`config.mk`:
```
export PLATFORM = sky130hd
export DESIGN_NAME = page_entry_decoder
export DESIGN_NICKNAME = d
export VERILOG_FILES = /design/src/hdl/page_entry_pkg.sv /design/src/hdl/entry_decode.sv /design/src/hdl/page_entry_decoder.sv
export SDC_FILE = /design/constraint.sdc
export NUM_CORES = 1
export LEC_CHECK = 0
export BUFFER_PORTS_ARGS = -buffer_cell sky130_fd_sc_hd__buf_2
export CAP_MARGIN = 0
export CORE_UTILIZATION = 58
export CTS_BUF_LIST = sky130_fd_sc_hd__clkbuf_4 sky130_fd_sc_hd__clkbuf_8
export DETAILED_ROUTE_END_ITERATION = 7
export PLACE_DENSITY_LB_ADDON = 0.25
export SLEW_MARGIN = 30
export SYNTH_ARGS = -nofsm -noshare
export SYNTH_HDL_FRONTEND = slang
export SYNTH_HIERARCHICAL = 1
export SYNTH_SLANG_ARGS = --single-unit
```
`constraint.sdc`:
```
create_clock -name sys_clk -period 4.1 [get_ports sys_clk]
set_clock_uncertainty 0.15 [all_clocks]
set_input_delay 0.615 -clock sys_clk [delete_from_list [all_inputs] [get_ports sys_clk]]
set_output_delay 0.615 -clock sys_clk [all_outputs]
set_load 0.02 [all_outputs]
```
`src/hdl/page_entry_pkg.sv`:
```
package page_entry_pkg;

    // ****************************************************************
    // entry field positions
    // ****************************************************************
    localparam int PRESENT_BIT       = 0;
    localparam int WRITABLE_BIT      = 1;
    localparam int USER_BIT          = 2;
    localparam int WRITE_THROUGH_BIT = 3;
    localparam int CACHE_INHIBIT_BIT = 4;
    localparam int ACCESSED_BIT      = 5;
    localparam int DIRTY_BIT         = 6;
    localparam int LARGE_SELECT_BIT  = 7;
    localparam int TBL_TYPE_HI_BIT   = 7;
    localparam int GLOBAL_BIT        = 8;
    localparam int LARGE_TYPE_HI_BIT = 12;
    localparam int BASE_LSB          = 12;
    localparam int LARGE_BASE_LSB    = 22;
    localparam int LARGE_RSVD_LSB    = 13;
    localparam int LARGE_RSVD_MSB    = 21;
    localparam int BASE_BITS         = 20;
    localparam int LARGE_BASE_BITS   = 10;
    localparam int INDEX_BITS        = 10;

    // ****************************************************************
    // register map, byte addresses
    // ****************************************************************
    localparam logic [7:0] CTRL_OFFSET       = 8'h00;
    localparam logic [7:0] DIR_BASE_OFFSET   = 8'h04;
    localparam logic [7:0] STATUS_OFFSET     = 8'h08;
    localparam logic [7:0] FAULT_ADDR_OFFSET = 8'h0C;

    // control register fields
    localparam int CTRL_CACHE_OFF_BIT   = 0;
    localparam int CTRL_WP_BIT          = 1;
    localparam int CTRL_LARGE_EN_BIT    = 2;
    localparam int CTRL_WIDE_EN_BIT     = 3;
    localparam int CTRL_GLOBAL_KEEP_BIT = 4;
    localparam int CTRL_BITS            = 5;

    // reset values
    localparam logic [4:0]  CTRL_RESET     = 5'h00;
    localparam logic [31:0] DIR_BASE_RESET = 32'h0000_0000;

    // fault codes
    localparam logic [1:0] FAULT_NONE        = 2'h0;
    localparam logic [1:0] FAULT_NOT_PRESENT = 2'h1;
    localparam logic [1:0] FAULT_RESERVED    = 2'h2;

endpackage
```
`src/hdl/entry_decode.sv`:
```
`timescale 1ns/100ps

// ****************************************************************
// combinational decode and check of one entry
// ****************************************************************
module entry_decode (
    // entry and context
    input  wire logic [31:0] entry,
    input  wire logic        is_dir,
    input  wire logic        large_page_enable,
    input  wire logic        wide_phys_enable,
    input  wire logic        is_write,
    // decode results
    output logic             present,
    output logic             maps_large,
    output logic             reserved_err,
    output logic             needs_update,
    output logic [31:0]      updated_entry
);

    logic is_leaf;

    // presence gates the large-page select, the reserved check and the update request, not updated_entry
    always_comb begin
        present    = entry[page_entry_pkg::PRESENT_BIT];
        maps_large = present && is_dir && large_page_enable
                     && entry[page_entry_pkg::LARGE_SELECT_BIT];
        is_leaf    = !is_dir || maps_large;
    end

    // reserved bits only checked with both enables set
    always_comb begin
        reserved_err = 1'b0;
        if (present && large_page_enable && wide_phys_enable) begin
            if (maps_large) begin
                reserved_err = |entry[page_entry_pkg::LARGE_RSVD_MSB:page_entry_pkg::LARGE_RSVD_LSB];
            end else if (is_dir) begin
                reserved_err = entry[page_entry_pkg::DIRTY_BIT];
            end
        end
    end

    // accessed set, dirty set only on leaf writes, nothing else touched
    always_comb begin
        updated_entry = entry;
        updated_entry[page_entry_pkg::ACCESSED_BIT] = 1'b1;
        if (is_leaf && is_write) begin
            updated_entry[page_entry_pkg::DIRTY_BIT] = 1'b1;
        end
        needs_update = present && !reserved_err && (updated_entry != entry);
    end

endmodule

```
`src/hdl/page_entry_decoder.sv`:
```
// The strobed register port and the placing of the registers are this design's own decisions.
`timescale 1ns/100ps

module page_entry_decoder (
    // clock and reset
    input  wire logic        sys_clk,
    input  wire logic        reset_n,
    // register port
    input  wire logic [7:0]  reg_addr,
    input  wire logic [31:0] reg_wdata,
    input  wire logic        reg_write,
    input  wire logic        reg_read,
    output logic      [31:0] reg_rdata,
    // translation request
    input  wire logic        xlat_req,
    input  wire logic [31:0] xlat_linear,
    input  wire logic        xlat_is_write,
    input  wire logic        task_switch,
    // translation result
    output logic             xlat_done,
    output logic             xlat_fault,
    output logic      [1:0]  fault_code,
    output logic      [31:0] phys_addr,
    output logic             res_writable,
    output logic             res_user,
    output logic             res_write_through,
    output logic             res_cache_inhibit,
    output logic      [2:0]  res_mem_type_idx,
    output logic             res_global,
    output logic             res_large,
    // translation cache flush
    output logic             tlb_flush,
    output logic             flush_keep_global,
    // entry memory
    output logic             mem_req,
    output logic             mem_we,
    output logic      [31:0] mem_addr,
    output logic      [31:0] mem_wdata,
    input  wire logic        mem_ack,
    input  wire logic [31:0] mem_rdata
);

    // ****************************************************************
    // helpers
    // ****************************************************************

    // byte address of entry idx in a 4-KByte table
    function automatic logic [31:0] entry_addr(input logic [19:0] base, input logic [9:0] idx);
        entry_addr = {base, idx, 2'b00};
    endfunction

    // ****************************************************************
    // state
    // ****************************************************************
    // walk states
    typedef enum logic [6:0] {
        ST_IDLE     = 7'b000_0001,
        ST_DIR_RD   = 7'b000_0010,
        ST_DIR_WAIT = 7'b000_0100,
        ST_TBL_RD   = 7'b000_1000,
        ST_TBL_WAIT = 7'b001_0000,
        ST_UPD_WR   = 7'b010_0000,
        ST_UPD_WAIT = 7'b100_0000
    } walk_state_t;

    walk_state_t  state;
    logic [4:0]   ctrl;
    logic [31:0]  dir_base;
    logic [31:0]  lin;
    logic         is_write;
    logic [31:0]  dir_entry;
    logic [31:0]  tbl_entry;
    logic [31:0]  fault_addr;
    logic         last_fault;
    logic [1:0]   last_code;
    logic         upd_tbl_pending;
    logic [31:0]  upd_tbl_data;
    logic [31:0]  upd_tbl_addr;

    logic         cache_off;
    logic         large_en;
    logic         wide_en;
    logic         keep_en;
    logic         write_protect;

    // decode outputs
    logic         cur_is_dir;
    logic         dec_present;
    logic         dec_large;
    logic         dec_rsvd;
    logic         dec_upd;
    logic [31:0]  dec_entry;

    always_comb begin
        cache_off     = ctrl[page_entry_pkg::CTRL_CACHE_OFF_BIT];
        write_protect = ctrl[page_entry_pkg::CTRL_WP_BIT];
        large_en      = ctrl[page_entry_pkg::CTRL_LARGE_EN_BIT];
        wide_en       = ctrl[page_entry_pkg::CTRL_WIDE_EN_BIT];
        keep_en       = ctrl[page_entry_pkg::CTRL_GLOBAL_KEEP_BIT];
        cur_is_dir    = (state == ST_DIR_WAIT);
    end

    entry_decode u_decode (
        .entry             (mem_rdata),
        .is_dir            (cur_is_dir),
        .large_page_enable (large_en),
        .wide_phys_enable  (wide_en),
        .is_write          (is_write),
        .present           (dec_present),
        .maps_large        (dec_large),
        .reserved_err      (dec_rsvd),
        .needs_update      (dec_upd),
        .updated_entry     (dec_entry)
    );

    // ****************************************************************
    // register file
    // ****************************************************************

    // control and directory base writes
    always_ff @(posedge sys_clk or negedge reset_n) begin
        if (!reset_n) begin
            ctrl     <= page_entry_pkg::CTRL_RESET;
            dir_base <= page_entry_pkg::DIR_BASE_RESET;
        end else if (reg_write) begin
            if (reg_addr == page_entry_pkg::CTRL_OFFSET) begin
                ctrl <= reg_wdata[page_entry_pkg::CTRL_BITS-1:0];
            end
            if (reg_addr == page_entry_pkg::DIR_BASE_OFFSET) begin
                dir_base <= {reg_wdata[31:12], 12'h000};
            end
        end
    end

    // read data one cycle after the strobe
    always_ff @(posedge sys_clk or negedge reset_n) begin
        if (!reset_n) begin
            reg_rdata <= 32'h0000_0000;
        end else if (reg_read) begin
            unique case (reg_addr)
                page_entry_pkg::CTRL_OFFSET:       reg_rdata <= {27'h000_0000, ctrl};
                page_entry_pkg::DIR_BASE_OFFSET:   reg_rdata <= dir_base;
                page_entry_pkg::STATUS_OFFSET:     reg_rdata <= {28'h000_0000, last_code, last_fault,
                                                                 (state != ST_IDLE)};
                page_entry_pkg::FAULT_ADDR_OFFSET: reg_rdata <= fault_addr;
                default:                           reg_rdata <= 32'h0000_0000;
            endcase
        end else begin
            reg_rdata <= 32'h0000_0000;
        end
    end

    // flush on base reload or task switch
    always_ff @(posedge sys_clk or negedge reset_n) begin
        if (!reset_n) begin
            tlb_flush         <= 1'b0;
            flush_keep_global <= 1'b0;
        end else begin
            tlb_flush <= task_switch
                         || (reg_write && reg_addr == page_entry_pkg::DIR_BASE_OFFSET);
            flush_keep_global <= keep_en;
        end
    end

    // ****************************************************************
    // walk state machine
    // ****************************************************************
    always_ff @(posedge sys_clk or negedge reset_n) begin
        if (!reset_n) begin
            state           <= ST_IDLE;
            lin             <= 32'h0000_0000;
            is_write        <= 1'b0;
            dir_entry       <= 32'h0000_0000;
            tbl_entry       <= 32'h0000_0000;
            upd_tbl_pending <= 1'b0;
            upd_tbl_data    <= 32'h0000_0000;
            upd_tbl_addr    <= 32'h0000_0000;
            mem_req         <= 1'b0;
            mem_we          <= 1'b0;
            mem_addr        <= 32'h0000_0000;
            mem_wdata       <= 32'h0000_0000;
        end else begin
            mem_req <= 1'b0;
            unique case (state)
                ST_IDLE: begin
                    if (xlat_req) begin
                        lin      <= xlat_linear;
                        is_write <= xlat_is_write;
                        state    <= ST_DIR_RD;
                    end
                end
                ST_DIR_RD: begin
                    mem_req  <= 1'b1;
                    mem_we   <= 1'b0;
                    mem_addr <= entry_addr(dir_base[31:12], lin[31:22]);
                    state    <= ST_DIR_WAIT;
                end
                ST_DIR_WAIT: begin
                    if (mem_ack) begin
                        dir_entry <= mem_rdata;
                        if (!dec_present || dec_rsvd) begin
                            state <= ST_IDLE;
                        end else if (dec_upd) begin
                            mem_req   <= 1'b1;
                            mem_we    <= 1'b1;
                            mem_wdata <= dec_entry;
                            state     <= ST_UPD_WAIT;
                        end else if (dec_large) begin
                            state <= ST_IDLE;
                        end else begin
                            state <= ST_TBL_RD;
                        end
                    end
                end
                ST_TBL_RD: begin
                    mem_req  <= 1'b1;
                    mem_we   <= 1'b0;
                    mem_addr <= entry_addr(dir_entry[31:12], lin[21:12]);
                    state    <= ST_TBL_WAIT;
                end
                ST_TBL_WAIT: begin
                    if (mem_ack) begin
                        tbl_entry <= mem_rdata;
                        if (!dec_present || dec_rsvd || !dec_upd) begin
                            state <= ST_IDLE;
                        end else begin
                            upd_tbl_pending <= 1'b1;
                            upd_tbl_data    <= dec_entry;
                            upd_tbl_addr    <= mem_addr;
                            state           <= ST_UPD_WR;
                        end
                    end
                end
                ST_UPD_WR: begin
                    mem_req         <= 1'b1;
                    mem_we          <= 1'b1;
                    mem_addr        <= upd_tbl_addr;
                    mem_wdata       <= upd_tbl_data;
                    state           <= ST_UPD_WAIT;
                end
                ST_UPD_WAIT: begin
                    if (mem_ack) begin
                        mem_we          <= 1'b0;
                        upd_tbl_pending <= 1'b0;
                        if ((dir_entry[page_entry_pkg::LARGE_SELECT_BIT] && large_en) || upd_tbl_pending) begin
                            state <= ST_IDLE;
                        end else begin
                            state <= ST_TBL_RD;
                        end
                    end
                end
                default: state <= ST_IDLE;
            endcase
        end
    end

    // ****************************************************************
    // results
    // ****************************************************************
    logic finish_fault;
    logic finish_large;
    logic finish_tbl;
    logic finish_upd;

    // completion conditions of the walk
    always_comb begin
        finish_fault = mem_ack && (state == ST_DIR_WAIT || state == ST_TBL_WAIT)
                       && (!dec_present || dec_rsvd);
        finish_large = mem_ack && state == ST_DIR_WAIT && dec_present && !dec_rsvd
                       && dec_large && !dec_upd;
        finish_tbl   = mem_ack && state == ST_TBL_WAIT && dec_present && !dec_rsvd && !dec_upd;
        finish_upd   = mem_ack && state == ST_UPD_WAIT
                       && ((dir_entry[page_entry_pkg::LARGE_SELECT_BIT] && large_en)
                           || upd_tbl_pending);
    end

    logic [31:0] leaf;
    logic        leaf_large;
    logic [31:0] pde_v;

    // pick the leaf entry as seen this cycle
    always_comb begin
        pde_v      = (state == ST_DIR_WAIT) ? mem_rdata : dir_entry;
        leaf_large = large_en && pde_v[page_entry_pkg::LARGE_SELECT_BIT];
        if (state == ST_TBL_WAIT) begin
            leaf = mem_rdata;
        end else if (leaf_large) begin
            leaf = pde_v;
        end else begin
            leaf = tbl_entry;
        end
    end

    // result registers
    always_ff @(posedge sys_clk or negedge reset_n) begin
        if (!reset_n) begin
            xlat_done         <= 1'b0;
            xlat_fault        <= 1'b0;
            fault_code        <= page_entry_pkg::FAULT_NONE;
            phys_addr         <= 32'h0000_0000;
            res_writable      <= 1'b0;
            res_user          <= 1'b0;
            res_write_through <= 1'b0;
            res_cache_inhibit <= 1'b0;
            res_mem_type_idx  <= 3'h0;
            res_global        <= 1'b0;
            res_large         <= 1'b0;
        end else begin
            xlat_done  <= finish_fault || finish_large || finish_tbl || finish_upd;
            xlat_fault <= finish_fault;
            if (finish_fault) begin
                fault_code <= dec_present ? page_entry_pkg::FAULT_RESERVED
                                          : page_entry_pkg::FAULT_NOT_PRESENT;
            end else if (finish_large || finish_tbl || finish_upd) begin
                fault_code <= page_entry_pkg::FAULT_NONE;
                res_large  <= leaf_large;
                if (leaf_large) begin
                    phys_addr <= {leaf[31:page_entry_pkg::LARGE_BASE_LSB], lin[21:0]};
                end else begin
                    phys_addr <= {leaf[31:page_entry_pkg::BASE_LSB], lin[11:0]};
                end
                // rights combined over the directory and the leaf
                res_writable <= pde_v[page_entry_pkg::WRITABLE_BIT] && leaf[page_entry_pkg::WRITABLE_BIT]
                                && !(write_protect && !leaf[page_entry_pkg::USER_BIT]
                                     && !leaf[page_entry_pkg::WRITABLE_BIT]);
                res_user     <= pde_v[page_entry_pkg::USER_BIT] && leaf[page_entry_pkg::USER_BIT];
                res_write_through <= !cache_off && leaf[page_entry_pkg::WRITE_THROUGH_BIT];
                res_cache_inhibit <= cache_off || leaf[page_entry_pkg::CACHE_INHIBIT_BIT];
                res_mem_type_idx  <= {leaf_large ? leaf[page_entry_pkg::LARGE_TYPE_HI_BIT]
                                                 : leaf[page_entry_pkg::TBL_TYPE_HI_BIT],
                                      cache_off || leaf[page_entry_pkg::CACHE_INHIBIT_BIT],
                                      !cache_off && leaf[page_entry_pkg::WRITE_THROUGH_BIT]};
                res_global <= keep_en && leaf[page_entry_pkg::GLOBAL_BIT];
            end
        end
    end

    // fault capture for software
    always_ff @(posedge sys_clk or negedge reset_n) begin
        if (!reset_n) begin
            fault_addr <= 32'h0000_0000;
            last_fault <= 1'b0;
            last_code  <= page_entry_pkg::FAULT_NONE;
        end else if (finish_fault) begin
            fault_addr <= lin;
            last_fault <= 1'b1;
            last_code  <= dec_present ? page_entry_pkg::FAULT_RESERVED : page_entry_pkg::FAULT_NOT_PRESENT;
        end else if (finish_large || finish_tbl || finish_upd) begin
            last_fault <= 1'b0;
            last_code  <= page_entry_pkg::FAULT_NONE;
        end
    end

endmodule

```
; Yosys cells after proc, flatten, opt, wreduce, memory -nomap -nowiden
; Index checks and enable logic that the tools add are counted.
[totals]
ff_bits = 372
output_inout_bits = 145
wordCells = 165
[op_classes]
eq_ne = 19
mux = 43
bitwise = 2
reduce_logical = 71
[op_table]
columns = operator, count
row1 = 32-bit two-way mux, 7
row2 = 32-bit case mux with 4 select lines, 1
row3 = 32-bit case mux with 3 select lines, 1
row4 = 32-bit case mux with 2 select lines, 1
row5 = 7-bit case mux with 7 select lines, 1
row6 = 7-bit two-way mux, 6
row7 = 1-bit logical AND, 31
row8 = 22-bit two-way mux, 1
row9 = 8-bit by 4-bit equality test with 1-bit output (second input constant), 2
row10 = 1-bit two-way mux, 16
row11 = 2-bit != test (second input constant), 7
row12 = 1-bit logical OR, 12
row13 = 2-bit AND reduction, 6
row14 = 4-bit AND reduction, 3
row15 = 9-bit OR reduction, 1
row16 = 8-bit by 3-bit equality test with 1-bit output (second input constant), 1
row17 = 1-bit logical NOT, 8
row18 = 8-bit logical NOT, 1
row19 = 4-bit two-way mux, 2
row20 = 7-bit by 1-bit equality test with 1-bit output (second input constant), 1
row21 = 7-bit by 2-bit equality test with 1-bit output (second input constant), 1
row22 = 7-bit by 3-bit equality test with 1-bit output (second input constant), 1
row23 = 7-bit by 4-bit equality test with 1-bit output (second input constant), 1
row24 = 7-bit by 5-bit equality test with 1-bit output (second input constant), 1
row25 = 16 further kinds, 22

; Depth between registers and ports, before layout
[logic_depth]
word_depth = 15
ltp_mapped = 14
ltp_nobuf = 11

; Modules after synthesis
; Netlist, hierarchy kept.
[by_module_without_submodules]
columns = mod, n_inst, cells_each, area_each_um2, seq_area_each_um2
row1 = page_entry_decoder, 1, 1231, 15174.6, 8959.8
row2 = entry_decode, 1, 48, 342.8, 0.0

; Worst setup path after synthesis
; Ideal clock, no wire load.
[synth_timing]
path_type = flip-flop to flip-flop
start = reg state[1]
end = reg upd_tbl_addr[14]
setup_ns = 0.125
arrival_time_ns = 2.990
required_ns = 3.825
setup_slack_ns = 0.835
stages_incl_launch_ff = 14
n_path_buf = 3
period_less_slack_ns = 3.265
path_cell_list = dfrtp_1 -> buf_6 -> nor4_4 -> nand3_1 -> inv_1 -> and4_1 -> and4_1 -> nor2_1 -> nor2b_1 -> nand2_1 -> nor2_1 -> buf_4 -> buf_6 -> mux2_2
[synth_between]
elab_chain_cells = 13
[synth_rtl]
columns = item, line_no
row1 = from (decl), page_entry_decoder.sv:66  ; walk_state_t state;
row2 = from (signal assigned), page_entry_decoder.sv:170  ; state <= ST_IDLE;
row3 = from (signal assigned), page_entry_decoder.sv:189  ; state <= ST_DIR_RD;
row4 = from (signal assigned), page_entry_decoder.sv:196  ; state <= ST_DIR_WAIT;
row5 = 7-bit by 3-bit equality test with 1-bit output (*), page_entry_decoder.sv:100  ; cur_is_dir = (state == ST_DIR_WAIT);
row6 = named net cur_is_dir, page_entry_decoder.sv:87  ; logic cur_is_dir;
row7 = 1-bit logical AND (*) (2 in a row), entry_decode.sv:26  ; maps_large = present && is_dir && large_page_enable
row8 = 1-bit logical AND (*), entry_decode.sv:27  ; && entry[page_entry_pkg::LARGE_SELECT_BIT];
row9 = named net dec_large, page_entry_decoder.sv:89  ; logic dec_large;
row10 = 1-bit two-way mux (*), entry_decode.sv:35  ; if (maps_large) begin
row11 = 1-bit two-way mux (*), entry_decode.sv:34  ; if (present && large_page_enable && wide_phys_enable) begin
row12 = named net dec_rsvd, page_entry_decoder.sv:90  ; logic dec_rsvd;
row13 = 1-bit logical NOT, entry_decode.sv:50  ; needs_update = present && !reserved_err && (updated_entry != entry);
row14 = 1-bit logical AND (2 in a row), entry_decode.sv:50
row15 = 1-bit logical NOT, page_entry_decoder.sv:224  ; if (!dec_present || dec_rsvd || !dec_upd) begin
row16 = 1-bit logical OR (*), page_entry_decoder.sv:224
row17 = 1-bit NOT (no source line) (*), n/a
row18 = 3-bit AND reduction (no source line) (*), n/a
row19 = to (signal assigned), page_entry_decoder.sv:229  ; upd_tbl_addr <= mem_addr;
row20 = to (decl), page_entry_decoder.sv:78  ; logic [31:0] upd_tbl_addr;
; Mark *: on every way through the listed nets, which the timed path passes. The rest lies on a longest branch.
; A chain may end at the register's enable or synchronous reset.

; Worst setup path in the final report
[layout_timing]
start = reg state[1]
end = reg phys_addr[9]
[layout_between]
elab_chain_cells = 14
[layout_rtl]
columns = item, line_no
row1 = 7-bit by 3-bit equality test with 1-bit output (*), page_entry_decoder.sv:100
row2 = named net cur_is_dir, page_entry_decoder.sv:87
row3 = 1-bit logical AND (*) (2 in a row), entry_decode.sv:26
row4 = 1-bit logical AND (*), entry_decode.sv:27
row5 = named net dec_large, page_entry_decoder.sv:89
row6 = 1-bit two-way mux (*), entry_decode.sv:35
row7 = 1-bit two-way mux (*), entry_decode.sv:34
row8 = named net dec_rsvd, page_entry_decoder.sv:90
row9 = 1-bit logical NOT, "entry_decode.sv:50, page_entry_decoder.sv:269, page_entry_decoder.sv:271"
row10 = 1-bit logical AND (2 in a row), entry_decode.sv:50
row11 = 1-bit logical NOT, "page_entry_decoder.sv:270, page_entry_decoder.sv:271"
row12 = "1-bit logical AND, on equally long branches", "page_entry_decoder.sv:270, page_entry_decoder.sv:271"
row13 = 1-bit logical OR (2 in a row), page_entry_decoder.sv:314  ; end else if (finish_large || finish_tbl || finish_upd) begin
row14 = 2-bit AND reduction (no source line) (*), n/a
row15 = to (signal assigned), page_entry_decoder.sv:318  ; phys_addr <= {leaf[31:page_entry_pkg::LARGE_BASE_LSB], lin[21:0]};
row16 = to (signal assigned), page_entry_decoder.sv:320  ; phys_addr <= {leaf[31:page_entry_pkg::BASE_LSB], lin[11:0]};
row17 = to (decl), page_entry_decoder.sv:23  ; output logic [31:0] phys_addr,
; Marked as above.

==> results.ini <==
[timing]
drv_slew=0
worst_pin_slew_ns=0.906
final_hold_viol_count=0
setup_violations=0
clock.fmax_mhz=283
totalNegativeSetupSlack_ns=0
period_share=0.863
period_minus_slack_ns=3.54
grt_setup_unrepaired=false
setup_ws_ns=0.563
timing.max_slew.rel_slack=0.396

[setup_path]
setup.worst_path.class=reg2reg
worstPathMaxFanout=43
endpoint_kind=flip-flop
crit_required_ns=4.41
library_cell_contributing_the_largest_single_delay_on_the_critical_path=dfrtp_1
rrSetupSlack_ns=0.56
crit_path_start_kind=flip-flop
crit_path_end=phys_addr[9]
cpPeakStageDelay_ns=0.52
timing.critical_path.arrival_ns=3.84
most_numerous_cell_on_the_critical_path=and4_1
worstSetupStartpoint=state[1]
crit-reg2reg-capture=phys_addr[9]
worst-r2r-cell-count=10
timing.critical_path.cells=nor4_4 > nand3_1 > inv_1 > and4_1 > and4_1 > nor2_1 > nand2b_1 > o41a_2 > buf_4 > mux2_1
r2r_start=state[1]

[final_layout]
drive_gt1_frac=0.405
ff_latch_area_um2=8960
finish.net_count=1610
num-fill-cells=1937
syn2layout_area_growth_pct=16.6
multiInputGateArea_um2=5870

[run_status]
failed_checks=design-rule violations
outcome=finished, violations left

[cts]
root_buffer=clkbuf_8
tritoncts_clock_tree=done
clkSlewWorstSetupHoldPaths_ns=0.06
tritoncts_num_sinks=358
cts_inserted_buffers=57
deepest_clock_path_buffer_count=3
clkLatencyLatePin_ns=0.58
clock_tree.htree_level_count=2
cts.repair.resized=0

[place]
routabilityCongestion=0.909
port_buffers=249
place.detailed.hpwl_um=25700
detailedPlace.worstSlack_ns=0.618

[yosys]
synthMostInstantiatedCell=dfrtp_1
synth.net_count=1391
post-synth-top-area-cell=dfrtp_1
postSynth.asyncResetShare=1.00
post_synth_main_area_contributors=dfrtp_1, mux2_2, nand2_1
post_syn_instances=1279
post_synth_edffs=0
area_share_of_the_leading_cell_type_in_the_synthesized_netlist=0.576
synth.cell_area_um2=15500
synth.distinct_cells=67
ys_top_cells_by_count=dfrtp_1, mux2_2, nand2_1
syn_area_per_cell_um2=12.1
synth-warning-count=6
synth_seq_area_share=0.577
ys_ff_latch=358
dominantRegCellSynth=dfrtp_1

[run]
maxCapViolCount=0

[drt]
detail-route-antenna-nets=0
detailroute.via_count=11000
total_routed_length_um=38600
drt_iter0_markers=952
wire_per_inst_um=20.6
firstDrtPassIters=8
drc=26
vias_per_cell=5.85

[grt]
antenna_found_initial=1
grt_start_max_net_pins=114
grt_overflow_total=0
grt_pass1_wl_um=60200
grt_pass1_vias=10900
grt_use_total=0.288

[power]
powerDensity_nw_per_um2=581
total_leakage_power_uw=0.00898
ir_worst_vdd_v=0.000383

[floorplanning]
coreArea_um2=26100
design.die.area_um2=27400
start_util=0.594
die_w_um=166
standard_cell_row_count=59
die_y_um=166
boundaryPins=257

[hold_path]
hp-class=in2reg

## through the flow
stage	cell area [um2]	std cells	hold slack (ns)	util	power (uW)
5_1_grt	18100	1875	0.0697	0.693	11000
3_3_place_gp	16800	1772	0.272	0.645	7250
3_5_place_dp	16900	1773	0.271	0.645	7380
2_1_floorplan	15500	1279	0.169	-	6390
4_1_cts	18100	1874	0.0649	0.692	10600
6_report	18100	1875	0.0820	0.693	10500
## cells by family after synthesis
kind of cell / share of synthesized area
AOI/OAI and AO/OA: 0.105
xor gates and xnor gates: 0.00113
muxes: 0.192
and+or+nand+nor: 0.0783
DFF: 0.577
other: 0.000242
buffers and inverters: 0.0464
## critical path: cells and delay by family, from the launching register on
family / cells / cell delay (ns)
AND/OR/NAND/NOR: 6 / 1.32
buffers and inverters: 2 / 0.52
AO/OA/AOI/OAI: 1 / 0.50
flip-flops: 1 / 0.52
multiplexers: 1 / 0.38
## per-layer routing
layer	vias to the layer above	global-route usage	share of wire
met5	-	0	0
met1	5537	0.394	0.42
met4	0	0.0901	0.024
met2	387	0.462	0.48
li1	4971	-	-
met3	80	0.0619	0.071
## where the power goes
part / internal, uW / total, uW / switching, uW
Clock: 1830 / 3170 / 1350
Combinational: 1080 / 2410 / 1330
Sequential: 4270 / 4940 / 666
Total: 7170 / 10500 / 3350
## registers in the layout (all words and copies together), names as in the netlist, 2 cells and up
| register | count |
|---|---|
| fault_addr | 32 |
| lin | 32 |
| mem_addr | 32 |
| mem_wdata | 32 |
| phys_addr | 32 |
| reg_rdata | 32 |
| upd_tbl_addr | 32 |
| upd_tbl_data | 32 |
| dir_entry | 26 |
| tbl_entry | 26 |
| dir_base | 20 |
| state | 7 |
| ctrl | 5 |
| res_mem_type_idx | 3 |
| fault_code | 2 |
## how the worst min path moves through the flow
stage,slack [ns],cells past startpoint,start,to
floorplan,0.17,0,reset_n,ctrl[0]
global placement,0.27,0,ctrl[4],flush_keep_global
detailed placement,0.27,0,ctrl[4],flush_keep_global
CTS,0.06,2,task_switch,tlb_flush
global route,0.07,2,task_switch,tlb_flush
finish,0.08,2,task_switch,tlb_flush
## cell usage in the layout (no fill, tap or decap), types with 24 or more instances in the layout
cell	Yosys	routed
mux2i_1	40	40
dfrtp_1	357	357
buf_4	36	24
a31oi_1	34	34
clkbuf_8	0	75
buf_2	20	248
nand2_1	120	120
a21oi_1	43	42
o211ai_1	34	34
mux2_2	223	223
o22ai_1	34	34
o21ai_0	41	41
nor2_1	80	77
## cell type report
| type | instances | area share |
|---|---|---|
| clock inverter | 2 | 0.000691 |
| tap | 335 | 0.0232 |
| antenna | 1 | 0.000138 |
| clock buffer | 98 | 0.0666 |
| sequential | 358 | 0.495 |
| inverter | 10 | 0.00207 |
| timing repair buffer | 281 | 0.0877 |
| multi-input combinational | 790 | 0.325 |
## timing repair
| action | 4_1_cts | 5_1_grt |
|---|---|---|
| hold buffers | 1 | 0 |
| hold endpoints to repair | 19 | 0 |
| setup endpoints to repair | 0 | 0 |
| setup buffers | 0 | 0 |
No activity file was read; power rests on OpenSTA's default activity.
